<file path="config.mk">
export PLATFORM = sky130hd
export DESIGN_NAME = aotc_core
export DESIGN_NICKNAME = d
export VERILOG_FILES = /design/src/rtl/aotc_pkg.sv /design/src/rtl/aotc_sync.sv /design/src/rtl/aotc_crc32.sv /design/src/rtl/aotc_core.sv
export SDC_FILE = /design/constraint.sdc
export NUM_CORES = 1
export LEC_CHECK = 0
export ABC_AREA = 1
export BUFFER_PORTS_ARGS = -buffer_cell sky130_fd_sc_hd__buf_2
export CORE_UTILIZATION = 59
export DETAILED_ROUTE_END_ITERATION = 10
export PLACE_DENSITY = 0.8
export SYNTH_ARGS = -nofsm -noshare
export SYNTH_HDL_FRONTEND = slang
export SYNTH_SLANG_ARGS = --single-unit
</file>
<file path="constraint.sdc">
create_clock -name clk -period 38.3 [get_ports clk]
set_input_delay 7.66 -clock clk [delete_from_list [all_inputs] [get_ports clk]]
set_output_delay 7.66 -clock clk [all_outputs]
set_load 0.05 [all_outputs]
</file>
<file path="src/rtl/aotc_pkg.sv">
// Shared constants for the acceleration, time stamp and check-word output block
package aotc_pkg;
  localparam int          WORD_W        = 16;
  localparam int          ADDR_W        = 7;
  // Byte addresses on page zero
  localparam logic [6:0]  OFS_ACC_X_LO  = 7'h1C;
  localparam logic [6:0]  OFS_ACC_X_HI  = 7'h1E;
  localparam logic [6:0]  OFS_ACC_Y_LO  = 7'h20;
  localparam logic [6:0]  OFS_ACC_Y_HI  = 7'h22;
  localparam logic [6:0]  OFS_ACC_Z_LO  = 7'h24;
  localparam logic [6:0]  OFS_ACC_Z_HI  = 7'h26;
  localparam logic [6:0]  OFS_TSTAMP    = 7'h28;
  localparam logic [6:0]  OFS_CHK_LO    = 7'h2A;
  localparam logic [6:0]  OFS_CHK_HI    = 7'h2C;
  // Pin function control field, bits 8:7
  localparam int          PFC_SYNC_LSB  = 7;
  localparam logic [1:0]  PFC_PULSE     = 2'h3;
  // Range limit: +/-40 g is +/-32000 counts of 1.25 mg
  localparam logic [31:0] ACC_POS_MAX   = 32'h7D000000;
  localparam logic [31:0] ACC_NEG_MAX   = 32'h83000000;
  // Check word: reflected CRC-32
  localparam logic [31:0] CRC_POLY      = 32'hEDB88320;
  localparam logic [31:0] CRC_SEED      = 32'hFFFFFFFF;
  localparam logic [31:0] CRC_XOROUT    = 32'hFFFFFFFF;
  localparam int          CRC_WORDS     = 15;
  localparam logic [3:0]  CRC_LAST      = 4'hE;
  localparam logic [15:0] TS_RESET      = 16'h0000;
  localparam logic [15:0] WORD_RESET    = 16'h0000;
  typedef enum logic [0:0] {AOTC_IDLE, AOTC_RUN} aotc_state_t;
endpackage

</file>
<file path="src/rtl/aotc_sync.sv">
// Two-stage synchroniser for levels from outside the clock domain
`timescale 1ns/1ps
module aotc_sync #(
  parameter int W = 1
) (
  input  wire logic         clk,
  input  wire logic         rst,
  input  wire logic [W-1:0] d,
  output logic      [W-1:0] q
);
  logic [W-1:0] meta_q;

  if (W < 1) begin : g_chk
    $error("aotc_sync: W must be at least 1");
  end

  always_ff @(posedge clk or posedge rst) begin
    if (rst) begin
      meta_q <= '0;
      q      <= '0;
    end else begin
      meta_q <= d;
      q      <= meta_q;
    end
  end
endmodule // aotc_sync

</file>
<file path="src/rtl/aotc_crc32.sv">
// CRC-32 engine taking one 16-bit word per enabled cycle
`timescale 1ns/1ps
module aotc_crc32 #(
  parameter bit BYTE_SWAP = 1'b0
) (
  input  wire logic        clk,
  input  wire logic        rst,
  input  wire logic        clear,
  input  wire logic        en,
  input  wire logic [15:0] word,
  output logic      [31:0] crc_q
);
  import aotc_pkg::*;

  // Low byte goes first unless swapped; bits of each byte LSB first
  function automatic logic [31:0] step16(input logic [31:0] c,
                                         input logic [15:0] w);
    logic [31:0] r;
    logic [15:0] d;
    r = c;
    d = BYTE_SWAP ? {w[7:0], w[15:8]} : w;
    for (int i = 0; i < 16; i++) begin
      r = (r[0] ^ d[i]) ? ((r >> 1) ^ CRC_POLY) : (r >> 1);
    end
    return r;
  endfunction

  always_ff @(posedge clk or posedge rst) begin
    if (rst) begin
      crc_q <= CRC_SEED;
    end else if (clear) begin
      crc_q <= CRC_SEED;
    end else if (en) begin
      crc_q <= step16(crc_q, word);
    end
  end
endmodule // aotc_crc32

</file>
<file path="src/rtl/aotc_core.sv">
// Output register set: acceleration, pulse time stamp and CRC-32 check words
`timescale 1ns/1ps
module aotc_core #(
  parameter int DEC_W     = 16,
  parameter bit BYTE_SWAP = 1'b0
) (
  input  wire logic                  clk,
  input  wire logic                  rst,
  input  wire logic                  smp_tick,
  input  wire logic [15:0]           sys_flags,
  input  wire logic [15:0]           temp_word,
  input  wire logic [31:0]           rate_x,
  input  wire logic [31:0]           rate_y,
  input  wire logic [31:0]           rate_z,
  input  wire logic [31:0]           accel_x,
  input  wire logic [31:0]           accel_y,
  input  wire logic [31:0]           accel_z,
  input  wire logic [1:0]            pin_function_control,
  input  wire logic [DEC_W-1:0]      decimation_setting,
  input  wire logic                  sync_pulse_pin,
  input  wire logic                  rd_en,
  input  wire logic [aotc_pkg::ADDR_W-1:0] rd_addr,
  output logic      [aotc_pkg::WORD_W-1:0] rd_data_q,
  output logic                       rd_valid_q,
  output logic                       data_ready_q,
  output logic                       update_busy,
  output logic                       overrun_q
);
  import aotc_pkg::*;

  if (DEC_W < 1 || DEC_W > 16) begin : g_chk
    $error("aotc_core: DEC_W must be 1 to 16");
  end

  // Pulse pin comes from outside this clock: synchronise, then find edge
  logic       pulse_s;
  logic       pulse_d_q;
  logic       pulse_edge;
  logic       pulse_mode;

  aotc_sync #(
    .W (1)
  ) u_sync (
    .clk (clk),
    .rst (rst),
    .d   (sync_pulse_pin),
    .q   (pulse_s)
  );

  always_ff @(posedge clk or posedge rst) begin
    if (rst) begin
      pulse_d_q <= 1'b0;
    end else begin
      pulse_d_q <= pulse_s;
    end
  end

  assign pulse_mode = (pin_function_control == PFC_PULSE);
  assign pulse_edge = pulse_mode && pulse_s && !pulse_d_q;

  // Sample counter since the last pulse; a tick in the clear cycle counts
  logic [15:0] ts_cnt_q;
  logic [15:0] ts_base;
  logic [15:0] ts_next;

  assign ts_base = pulse_edge ? TS_RESET : ts_cnt_q;
  assign ts_next = ts_base + {15'h0000, smp_tick};

  always_ff @(posedge clk or posedge rst) begin
    if (rst) begin
      ts_cnt_q <= TS_RESET;
    end else begin
      ts_cnt_q <= ts_next;
    end
  end

  // Decimation group tracking
  logic [DEC_W-1:0] dec_cnt_q;
  logic [15:0]      ts_first_q;
  logic [15:0]      ts_first;
  logic             group_end;

  assign group_end = smp_tick && (dec_cnt_q >= decimation_setting);
  assign ts_first  = (dec_cnt_q == '0) ? ts_next : ts_first_q;

  always_ff @(posedge clk or posedge rst) begin
    if (rst) begin
      dec_cnt_q <= '0;
    end else if (group_end) begin
      dec_cnt_q <= '0;
    end else if (smp_tick) begin
      dec_cnt_q <= dec_cnt_q + 1'b1;
    end
  end

  always_ff @(posedge clk or posedge rst) begin
    if (rst) begin
      ts_first_q <= TS_RESET;
    end else if (smp_tick && dec_cnt_q == '0) begin
      ts_first_q <= ts_next;
    end
  end

  // Clamp a result to the +/-40 g span
  function automatic logic [31:0] clamp40(input logic [31:0] v);
    if ($signed(v) > $signed(ACC_POS_MAX)) begin
      return ACC_POS_MAX;
    end else if ($signed(v) < $signed(ACC_NEG_MAX)) begin
      return ACC_NEG_MAX;
    end
    return v;
  endfunction

  // Snapshot of the fifteen check-word sources, in check order
  logic [15:0] snap_q [CRC_WORDS];
  logic [31:0] acc_x_c;
  logic [31:0] acc_y_c;
  logic [31:0] acc_z_c;
  logic        start;

  assign acc_x_c = clamp40(accel_x);
  assign acc_y_c = clamp40(accel_y);
  assign acc_z_c = clamp40(accel_z);

  aotc_state_t state_q;
  logic [3:0]  idx_q;

  assign start       = group_end && (state_q == AOTC_IDLE);
  assign update_busy = (state_q == AOTC_RUN);

  always_ff @(posedge clk or posedge rst) begin
    if (rst) begin
      for (int i = 0; i < CRC_WORDS; i++) begin
        snap_q[i] <= WORD_RESET;
      end
    end else if (start) begin
      snap_q[0]  <= sys_flags;
      snap_q[1]  <= temp_word;
      snap_q[2]  <= rate_x[15:0];
      snap_q[3]  <= rate_x[31:16];
      snap_q[4]  <= rate_y[15:0];
      snap_q[5]  <= rate_y[31:16];
      snap_q[6]  <= rate_z[15:0];
      snap_q[7]  <= rate_z[31:16];
      snap_q[8]  <= acc_x_c[15:0];
      snap_q[9]  <= acc_x_c[31:16];
      snap_q[10] <= acc_y_c[15:0];
      snap_q[11] <= acc_y_c[31:16];
      snap_q[12] <= acc_z_c[15:0];
      snap_q[13] <= acc_z_c[31:16];
      snap_q[14] <= ts_first;
    end
  end

  // One word per cycle into the engine; a new group during a run is lost
  always_ff @(posedge clk or posedge rst) begin
    if (rst) begin
      state_q <= AOTC_IDLE;
      idx_q   <= 4'h0;
    end else begin
      unique case (state_q)
        AOTC_IDLE: begin
          idx_q <= 4'h0;
          if (start) begin
            state_q <= AOTC_RUN;
          end
        end
        AOTC_RUN: begin
          idx_q <= idx_q + 4'h1;
          if (idx_q == CRC_LAST) begin
            state_q <= AOTC_IDLE;
          end
        end
      endcase
    end
  end

  always_ff @(posedge clk or posedge rst) begin
    if (rst) begin
      overrun_q <= 1'b0;
    end else begin
      overrun_q <= group_end && (state_q == AOTC_RUN);
    end
  end

  logic [31:0] crc_raw;
  logic        feed;
  logic        last;

  assign feed = (state_q == AOTC_RUN);
  assign last = feed && (idx_q == CRC_LAST);

  aotc_crc32 #(
    .BYTE_SWAP (BYTE_SWAP)
  ) u_crc (
    .clk   (clk),
    .rst   (rst),
    .clear (start),
    .en    (feed),
    .word  (snap_q[idx_q]),
    .crc_q (crc_raw)
  );

  // Publish stage: becomes visible only once the check word is complete
  logic [15:0] pub_q [CRC_WORDS];
  logic [31:0] chk_q;
  logic        pub_go_q;

  always_ff @(posedge clk or posedge rst) begin
    if (rst) begin
      pub_go_q <= 1'b0;
    end else begin
      pub_go_q <= last;
    end
  end

  always_ff @(posedge clk or posedge rst) begin
    if (rst) begin
      for (int i = 0; i < CRC_WORDS; i++) begin
        pub_q[i] <= WORD_RESET;
      end
      chk_q <= 32'h00000000;
    end else if (pub_go_q) begin
      pub_q <= snap_q;
      chk_q <= crc_raw ^ CRC_XOROUT;
    end
  end

  always_ff @(posedge clk or posedge rst) begin
    if (rst) begin
      data_ready_q <= 1'b0;
    end else begin
      data_ready_q <= pub_go_q;
    end
  end

  // Register read port; odd byte addresses read the same word
  function automatic logic [15:0] reg_read(input logic [6:0] a);
    unique case ({a[6:1], 1'b0})
      OFS_ACC_X_LO: return pub_q[8];
      OFS_ACC_X_HI: return pub_q[9];
      OFS_ACC_Y_LO: return pub_q[10];
      OFS_ACC_Y_HI: return pub_q[11];
      OFS_ACC_Z_LO: return pub_q[12];
      OFS_ACC_Z_HI: return pub_q[13];
      OFS_TSTAMP:   return pub_q[14];
      OFS_CHK_LO:   return chk_q[15:0];
      OFS_CHK_HI:   return chk_q[31:16];
      default:      return WORD_RESET;
    endcase
  endfunction

  always_ff @(posedge clk or posedge rst) begin
    if (rst) begin
      rd_data_q  <= WORD_RESET;
      rd_valid_q <= 1'b0;
    end else begin
      rd_valid_q <= rd_en;
      if (rd_en) begin
        rd_data_q <= reg_read(rd_addr);
      end
    end
  end
endmodule // aotc_core

</file>
== Word level (Yosys, flattened, before mapping) ==
Index checks and enable logic that the tools add are counted.
Word-level totals
  register bits: 492
  output and inout bits: 20
  word-level logic and storage cells: 150
  input bits: 254
Cells by class
  magnitude comparators: 8
  reduce and logical (&&, ||, !) cells: 11
  mux-type cells: 45
  bitwise logic cells: 35
  add/subtract/negate cells: 3
  equal/unequal tests: 11
Operators by type and width (count)
  $mux W32: 27
  $not A13 Y14: 16
  $pmux W16 S9: 1
  $gt A32 B32 Y1 const B: 3
  $lt A32 B32 Y1 const B: 3
  $mux W16: 6
  $bmux W16 S4: 1
  $eq A6 B5 Y1 const B: 7
  $not A32 Y32: 1
  $add A16 B1 Y16: 1
  $add A16 B1 Y16 const B: 1
  $ge A16 B16 Y1: 1
  $logic_not A16 Y1: 1
  $xor A1 B1 Y1: 16
  $eq A6 B4 Y1 const B: 2
  $mux W1: 8
  $pmux W4 S2: 1
  $logic_and A1 B1 Y1: 7
  $ge A5 B5 Y1 const B: 1
  $not A4 Y5: 1
  $add A4 B1 Y4 const B: 1
  $eq A4 B4 Y1 const B: 1
  $reduce_bool A2 Y1: 2
  $eq A2 B2 Y1 const B: 1
  3 further kinds: 3

== Longest topological paths before layout ==
  depth in word-level cells: 38
  depth in mapped cells: 28
  depth with buffers taken out: 27

== Hierarchy ==
From an unflattened synthesis, not the netlist that was laid out.
Second synthesis, totals
  cells, all modules: 3383
  area total of the unflattened synthesis: 26022.5 µm²
By module, submodules not included
  aotc_core: cells an instance 2793, times used 1, sequential area each 11461.0 µm², area an instance 22246.3 µm²
  aotc_crc32: cells an instance 587, times used 1, sequential area each 840.8 µm², area an instance 3722.3 µm²
  aotc_sync: cells an instance 3, times used 1, sequential area each 50.0 µm², area an instance 53.8 µm²

== Least setup slack after synthesis ==
Ideal clock, no wire load.
  kind: input to register
  start point: input port pin_function_control[0]
  end point: register snap_q[14] (netlist bit)
  path buffers: 1
  path slack: 28.147 ns
  arrival: 10.036 ns
  library setup time: 0.117 ns
  stages on the path: 17
  cell sequence: nand4_1 clkbuf_1 inv_1 nor2_1 ha_1 ha_1 inv_1 nor3_1 nand3_1 nor4_1 nand4_1 nor2_1 nand2_1 xor2_1 o21ai_0 nand2_1 nand2_1
Between the ends
  longest elaborated chain between the ends: 6
Ends and longest elaborated chain
  start, declared: RTL line aotc_core.sv:18  | input wire logic [1:0] pin_function_control,
  $eq A2 B2 Y1: RTL line aotc_core.sv:58  | assign pulse_mode = (pin_function_control == PFC_PULSE);
  $logic_and A1 B1 Y1 (2 in series): RTL line aotc_core.sv:59  | assign pulse_edge = pulse_mode && pulse_s && !pulse_d_q;
  $mux W16: RTL line aotc_core.sv:66  | assign ts_base = pulse_edge ? TS_RESET : ts_cnt_q;
  $add A16 B1 Y16: RTL line aotc_core.sv:67  | assign ts_next = ts_base + {15'h0000, smp_tick};
  $mux W16: RTL line aotc_core.sv:84  | assign ts_first = (dec_cnt_q == '0) ? ts_next : ts_first_q;
  end, declared: RTL line aotc_core.sv:115  | logic [15:0] snap_q [CRC_WORDS];
Every way passes these cells.
A chain may end at the register's enable or synchronous reset.

== Worst setup path after layout ==
  start point: input port decimation_setting[15]
  end point: register snap_q[67] (netlist bit)
Between the ends
  longest elaborated chain between the ends: 3
Ends and longest elaborated chain
  start, declared: RTL line aotc_core.sv:19  | input wire logic [DEC_W-1:0] decimation_setting,
  $ge A16 B16 Y1: RTL line aotc_core.sv:83  | assign group_end = smp_tick && (dec_cnt_q >= decimation_setting);
  $logic_and A1 B1 Y1: RTL line aotc_core.sv:83
  $logic_and A1 B1 Y1: RTL line aotc_core.sv:128  | assign start = group_end && (state_q == AOTC_IDLE);
Every way passes these cells.

==> summary.md <==
Summing every instance area after synthesis gives 25,400 µm². TritonCTS built the clock tree. The number of enable flip-flop cells after synthesis is 0, and the hold-fix buffer count after cts is 0. The run gives 51 as the total clock buffers created by CTS. The die covers 43,900 µm².

The tools report the area of all placed cells without fillers as 28,600 µm². The tools report the final setup violation count as 0. The slowest stage cell on the critical path was buf_4.

The category of the critical setup timing path is in -> reg. For the number of placed I/O pins, the log shows 274. Measured along the y axis, the die boundary spans 209 µm. The final critical path takes up 30.8% of the cycle. The total wire length after detailed routing was 81,200 µm; the fraction of registers with async set/reset was 100%. Counting every instance in the synthesized netlist gives 3,339. Via count of the first global-routing pass: 23,100. The flow ran to the end, but the final reports show violations.

The routed metal-1 wire length is 32,400 µm, and the HPWL after detailed placement is 57,200 µm. For the max-capacitance violation count, the log shows 1. Summing the areas of all fa, ha and maj instances in the mapped netlist gives 1.08% of the synthesized area. STA classifies the critical path startpoint as an input pin. The run gives 7 as the number of antenna violations at the first check in global routing. The synthesized design contains 492 register bits.

The checks that failed: capacitance limit, slew limit. The smallest clock period supported by the final layout is computed as 11.79 ns. Entering global routing, the biggest net connects 169 pins. The post-synthesis share of cell area spent on xor and xnor gates was 1.86%; the routed wire length per instance was 19.7 µm.

Detailed routing placed a total of 37,100 µm of wire on met2. The number of slew-limit violations in the final report was 3. The highest layer touched by signal routing is met5.

The setup slack after placement was 25.88 ns; the number of DRC markers in iteration 0 was 2,658. Setup repair after global routing left no endpoint under its margin. By area, the combinational part of the netlist is dominated by simple AND/OR/NAND/NOR gates. The clock tree skew after final layout is 0.0160 ns, and the H-tree depth is 2. For this configuration, the core starts out at a cell density of 60.1%. Traced cell by cell, the critical path runs through buf_2 -> inv_1 -> ha_1 -> nand4_1 -> nor3_1 -> a221oi_1 -> nand2_1 -> nand2_1 -> nor2_4 -> buf_4 -> buf_4 -> buf_4 -> buf_4 -> nand3_1 -> o21ai_0. Relative to the synthesized area, the layout overhead comes to 12.7%. The post-synthesis simple-gate area fraction was 29.2%; the final setup TNS was 0 ns. The run gives 8210 µm as the met3 wire length. Kind of cell adding the most delay to the critical path: buffers and inverters. The first TritonRoute pass finished after 7 iterations.

In the final layout, the share of cells above drive strength 1 is 14.3%. The placed instances occupy a cell area of 26,900 µm². The CTS sink count came out at 492. Predominant post-synthesis flop cell: dfrtp_1. The count of endpoints failing hold in the final timing report is 0.

Class of the most critical hold timing path: reg -> reg. Leading cell type in the layout, fill and taps excluded: nand2_1. Remaining antenna violation count after routing: 0. In the routed design, unresolved DRC markers number 0. For the worst setup path, the data required time is 38.83 ns. For the via total after detailed routing, the log shows 24,000.

The clock transition time at the flip-flop clock pins of the worst setup and hold paths is 0.06 ns, and the post-synthesis compound-gate area fraction is 10.1%. In this run the tool buffered the top-level ports with 272 buffer cells. After synthesis, the share of cell area in mux cells is 0.611%. Headroom to the max-slew limit came out at -7.33%. The top cell types in the final layout, fill and taps aside, are nand2_1 (1,239), dfrtp_1 (458), inv_1 (366). The clock reaches the later pin of the worst-skew pair after 0.61 ns. The number of distinct library cells after synthesis was 52. The tools report the kind of end point of the critical path as a flop.

The net count reported at finish is 3,810. The floorplan has 75 rows. Highest achievable clock rate: 84.8 MHz. In the routed layout, each cell is associated on average with a via count of 5.82.

For this run the aggregate overflow at the end of global routing stands at 0. For this run, the number of Yosys warnings is 0. The net count after synthesis is 3,615. The maximum fanout along the worst path was 99. Together, buffers and inverters on the worst path number 6. In this design, the critical path's most frequently occurring cell is buf_4. The pin slew with the least headroom to its limit is 1.57 ns, and the core box area is 42,200 µm². The weighted congestion reported at the end of routability-driven placement came out at 1.03. The logs give 0 for the post-cts resize count and 37.6% for the overall routing resource usage. STA puts the critical path data arrival time at 12.31 ns. The clock passes through at most 3 buffers. In this design, the stage delay of the slowest critical-path cell is 0.85 ns.

After layout, the worst setup slack is 26.51 ns. The first global-routing pass estimated 127,000 µm of wire. Measured along the x axis, the die boundary spans 209 µm.

The multi-input combinational cells in the finished layout cover a total of 10,900 µm². Registers take 12,400 µm². Per-instance average area after synthesis: 7.61 µm². For this run, the register share of the synthesized area comes to 48.6%. For the count of buffers added by post-CTS timing repair for setup, the log shows 0. The run gives 3,514 as the number of fill cells. The clock root buffer is clkbuf_16.
==> final timing paths <==
check	start	endpoint	slack, ns	cells past startpoint
setup / recovery	decimation_setting[15]	snap_q[67]	26.51	15
hold / removal	u_sync.meta_q	u_sync.q	0.36	0
setup reg to reg	idx_q[0]	u_crc.crc_q[15]	32.67	22
hold reg to reg	u_sync.meta_q	u_sync.q	0.36	0
max in group asynchronous	rst	pub_go_q	28.59	4
min in group asynchronous	rst	rd_data_q[4]	7.16	2
==> Yosys cell counts (7+ instances only) <==
| cell type | n | area (µm²) |
|---|---|---|
| nor4_1 | 23 | 144 |
| o21ai_0 | 317 | 1590 |
| xor2_1 | 45 | 394 |
| mux2_2 | 12 | 135 |
| o21ai_1 | 7 | 35.0 |
| nand2_1 | 1239 | 4650 |
| nand2_2 | 37 | 231 |
| nand3_1 | 279 | 1400 |
| o211ai_1 | 15 | 113 |
| nor2_1 | 95 | 357 |
| inv_1 | 368 | 1380 |
| clkbuf_1 | 108 | 405 |
| nand3_2 | 12 | 120 |
| ha_1 | 22 | 275 |
| buf_2 | 17 | 85.1 |
| inv_2 | 15 | 56.3 |
| dfstp_2 | 32 | 841 |
| buf_1 | 9 | 33.8 |
| xnor2_1 | 9 | 78.8 |
| nor3_1 | 16 | 80.1 |
| buf_4 | 11 | 82.6 |
| nand2_4 | 10 | 113 |
| buf_6 | 10 | 113 |
| dfrtp_1 | 460 | 11500 |
| a221oi_1 | 23 | 201 |
| o2111ai_1 | 9 | 78.8 |
| o22ai_1 | 31 | 194 |
| nand4_1 | 23 | 144 |
| a21oi_1 | 32 | 160 |
==> routing by layer <==
metal | up-vias | GRT usage (%)
li1 | 11000 | -
met1 | 11400 | 50.3
met2 | 1280 | 59.1
met3 | 219 | 8.45
met4 | 6 | 16.2
met5 | - | 0
==> cell families (layout without fill, tap and decap cells) <==
kind of cell,after synthesis,after routing
AOI/OAI and AO/OA,457,457
xor gates and xnor gates,54,54
adders and majority gates,22,22
buffers and inverters,544,781
DFF,492,492
muxes,14,14
other,0,4
and+or+nand+nor,1756,1756
==> per-stage QoR <==
stage               util [%]  std cells  hold slack (ns)
global route            67.8       4119            0.365
finish                  67.8       4119            0.356
floorplan                  -       3339            0.331
global placement        63.8       4020            0.340
CTS                     67.8       4115            0.360
detailed placement      63.8       4020            0.347
==> state kept, by name (all words and copies together) (netlist names), 4 cells and up <==
register / count
snap_q: 240
pub_q: 112
chk_q: 32
u_crc.crc_q: 32
dec_cnt_q: 16
rd_data_q: 16
ts_cnt_q: 16
ts_first_q: 16
idx_q: 4
==> final cells by class <==
class,count,share of cell area [%]
inverter,389,5.14
antenna,4,0.0350
clock buffer,78,5.23
clock inverter,17,0.616
sequential,492,43.2
multi-input combinational,2303,38.0
tap,539,2.36
timing repair buffer,297,5.46
Power is left out: the tool's default activity adds up to more than one toggle a clock period on the data nets, which glitch-free logic cannot reach.
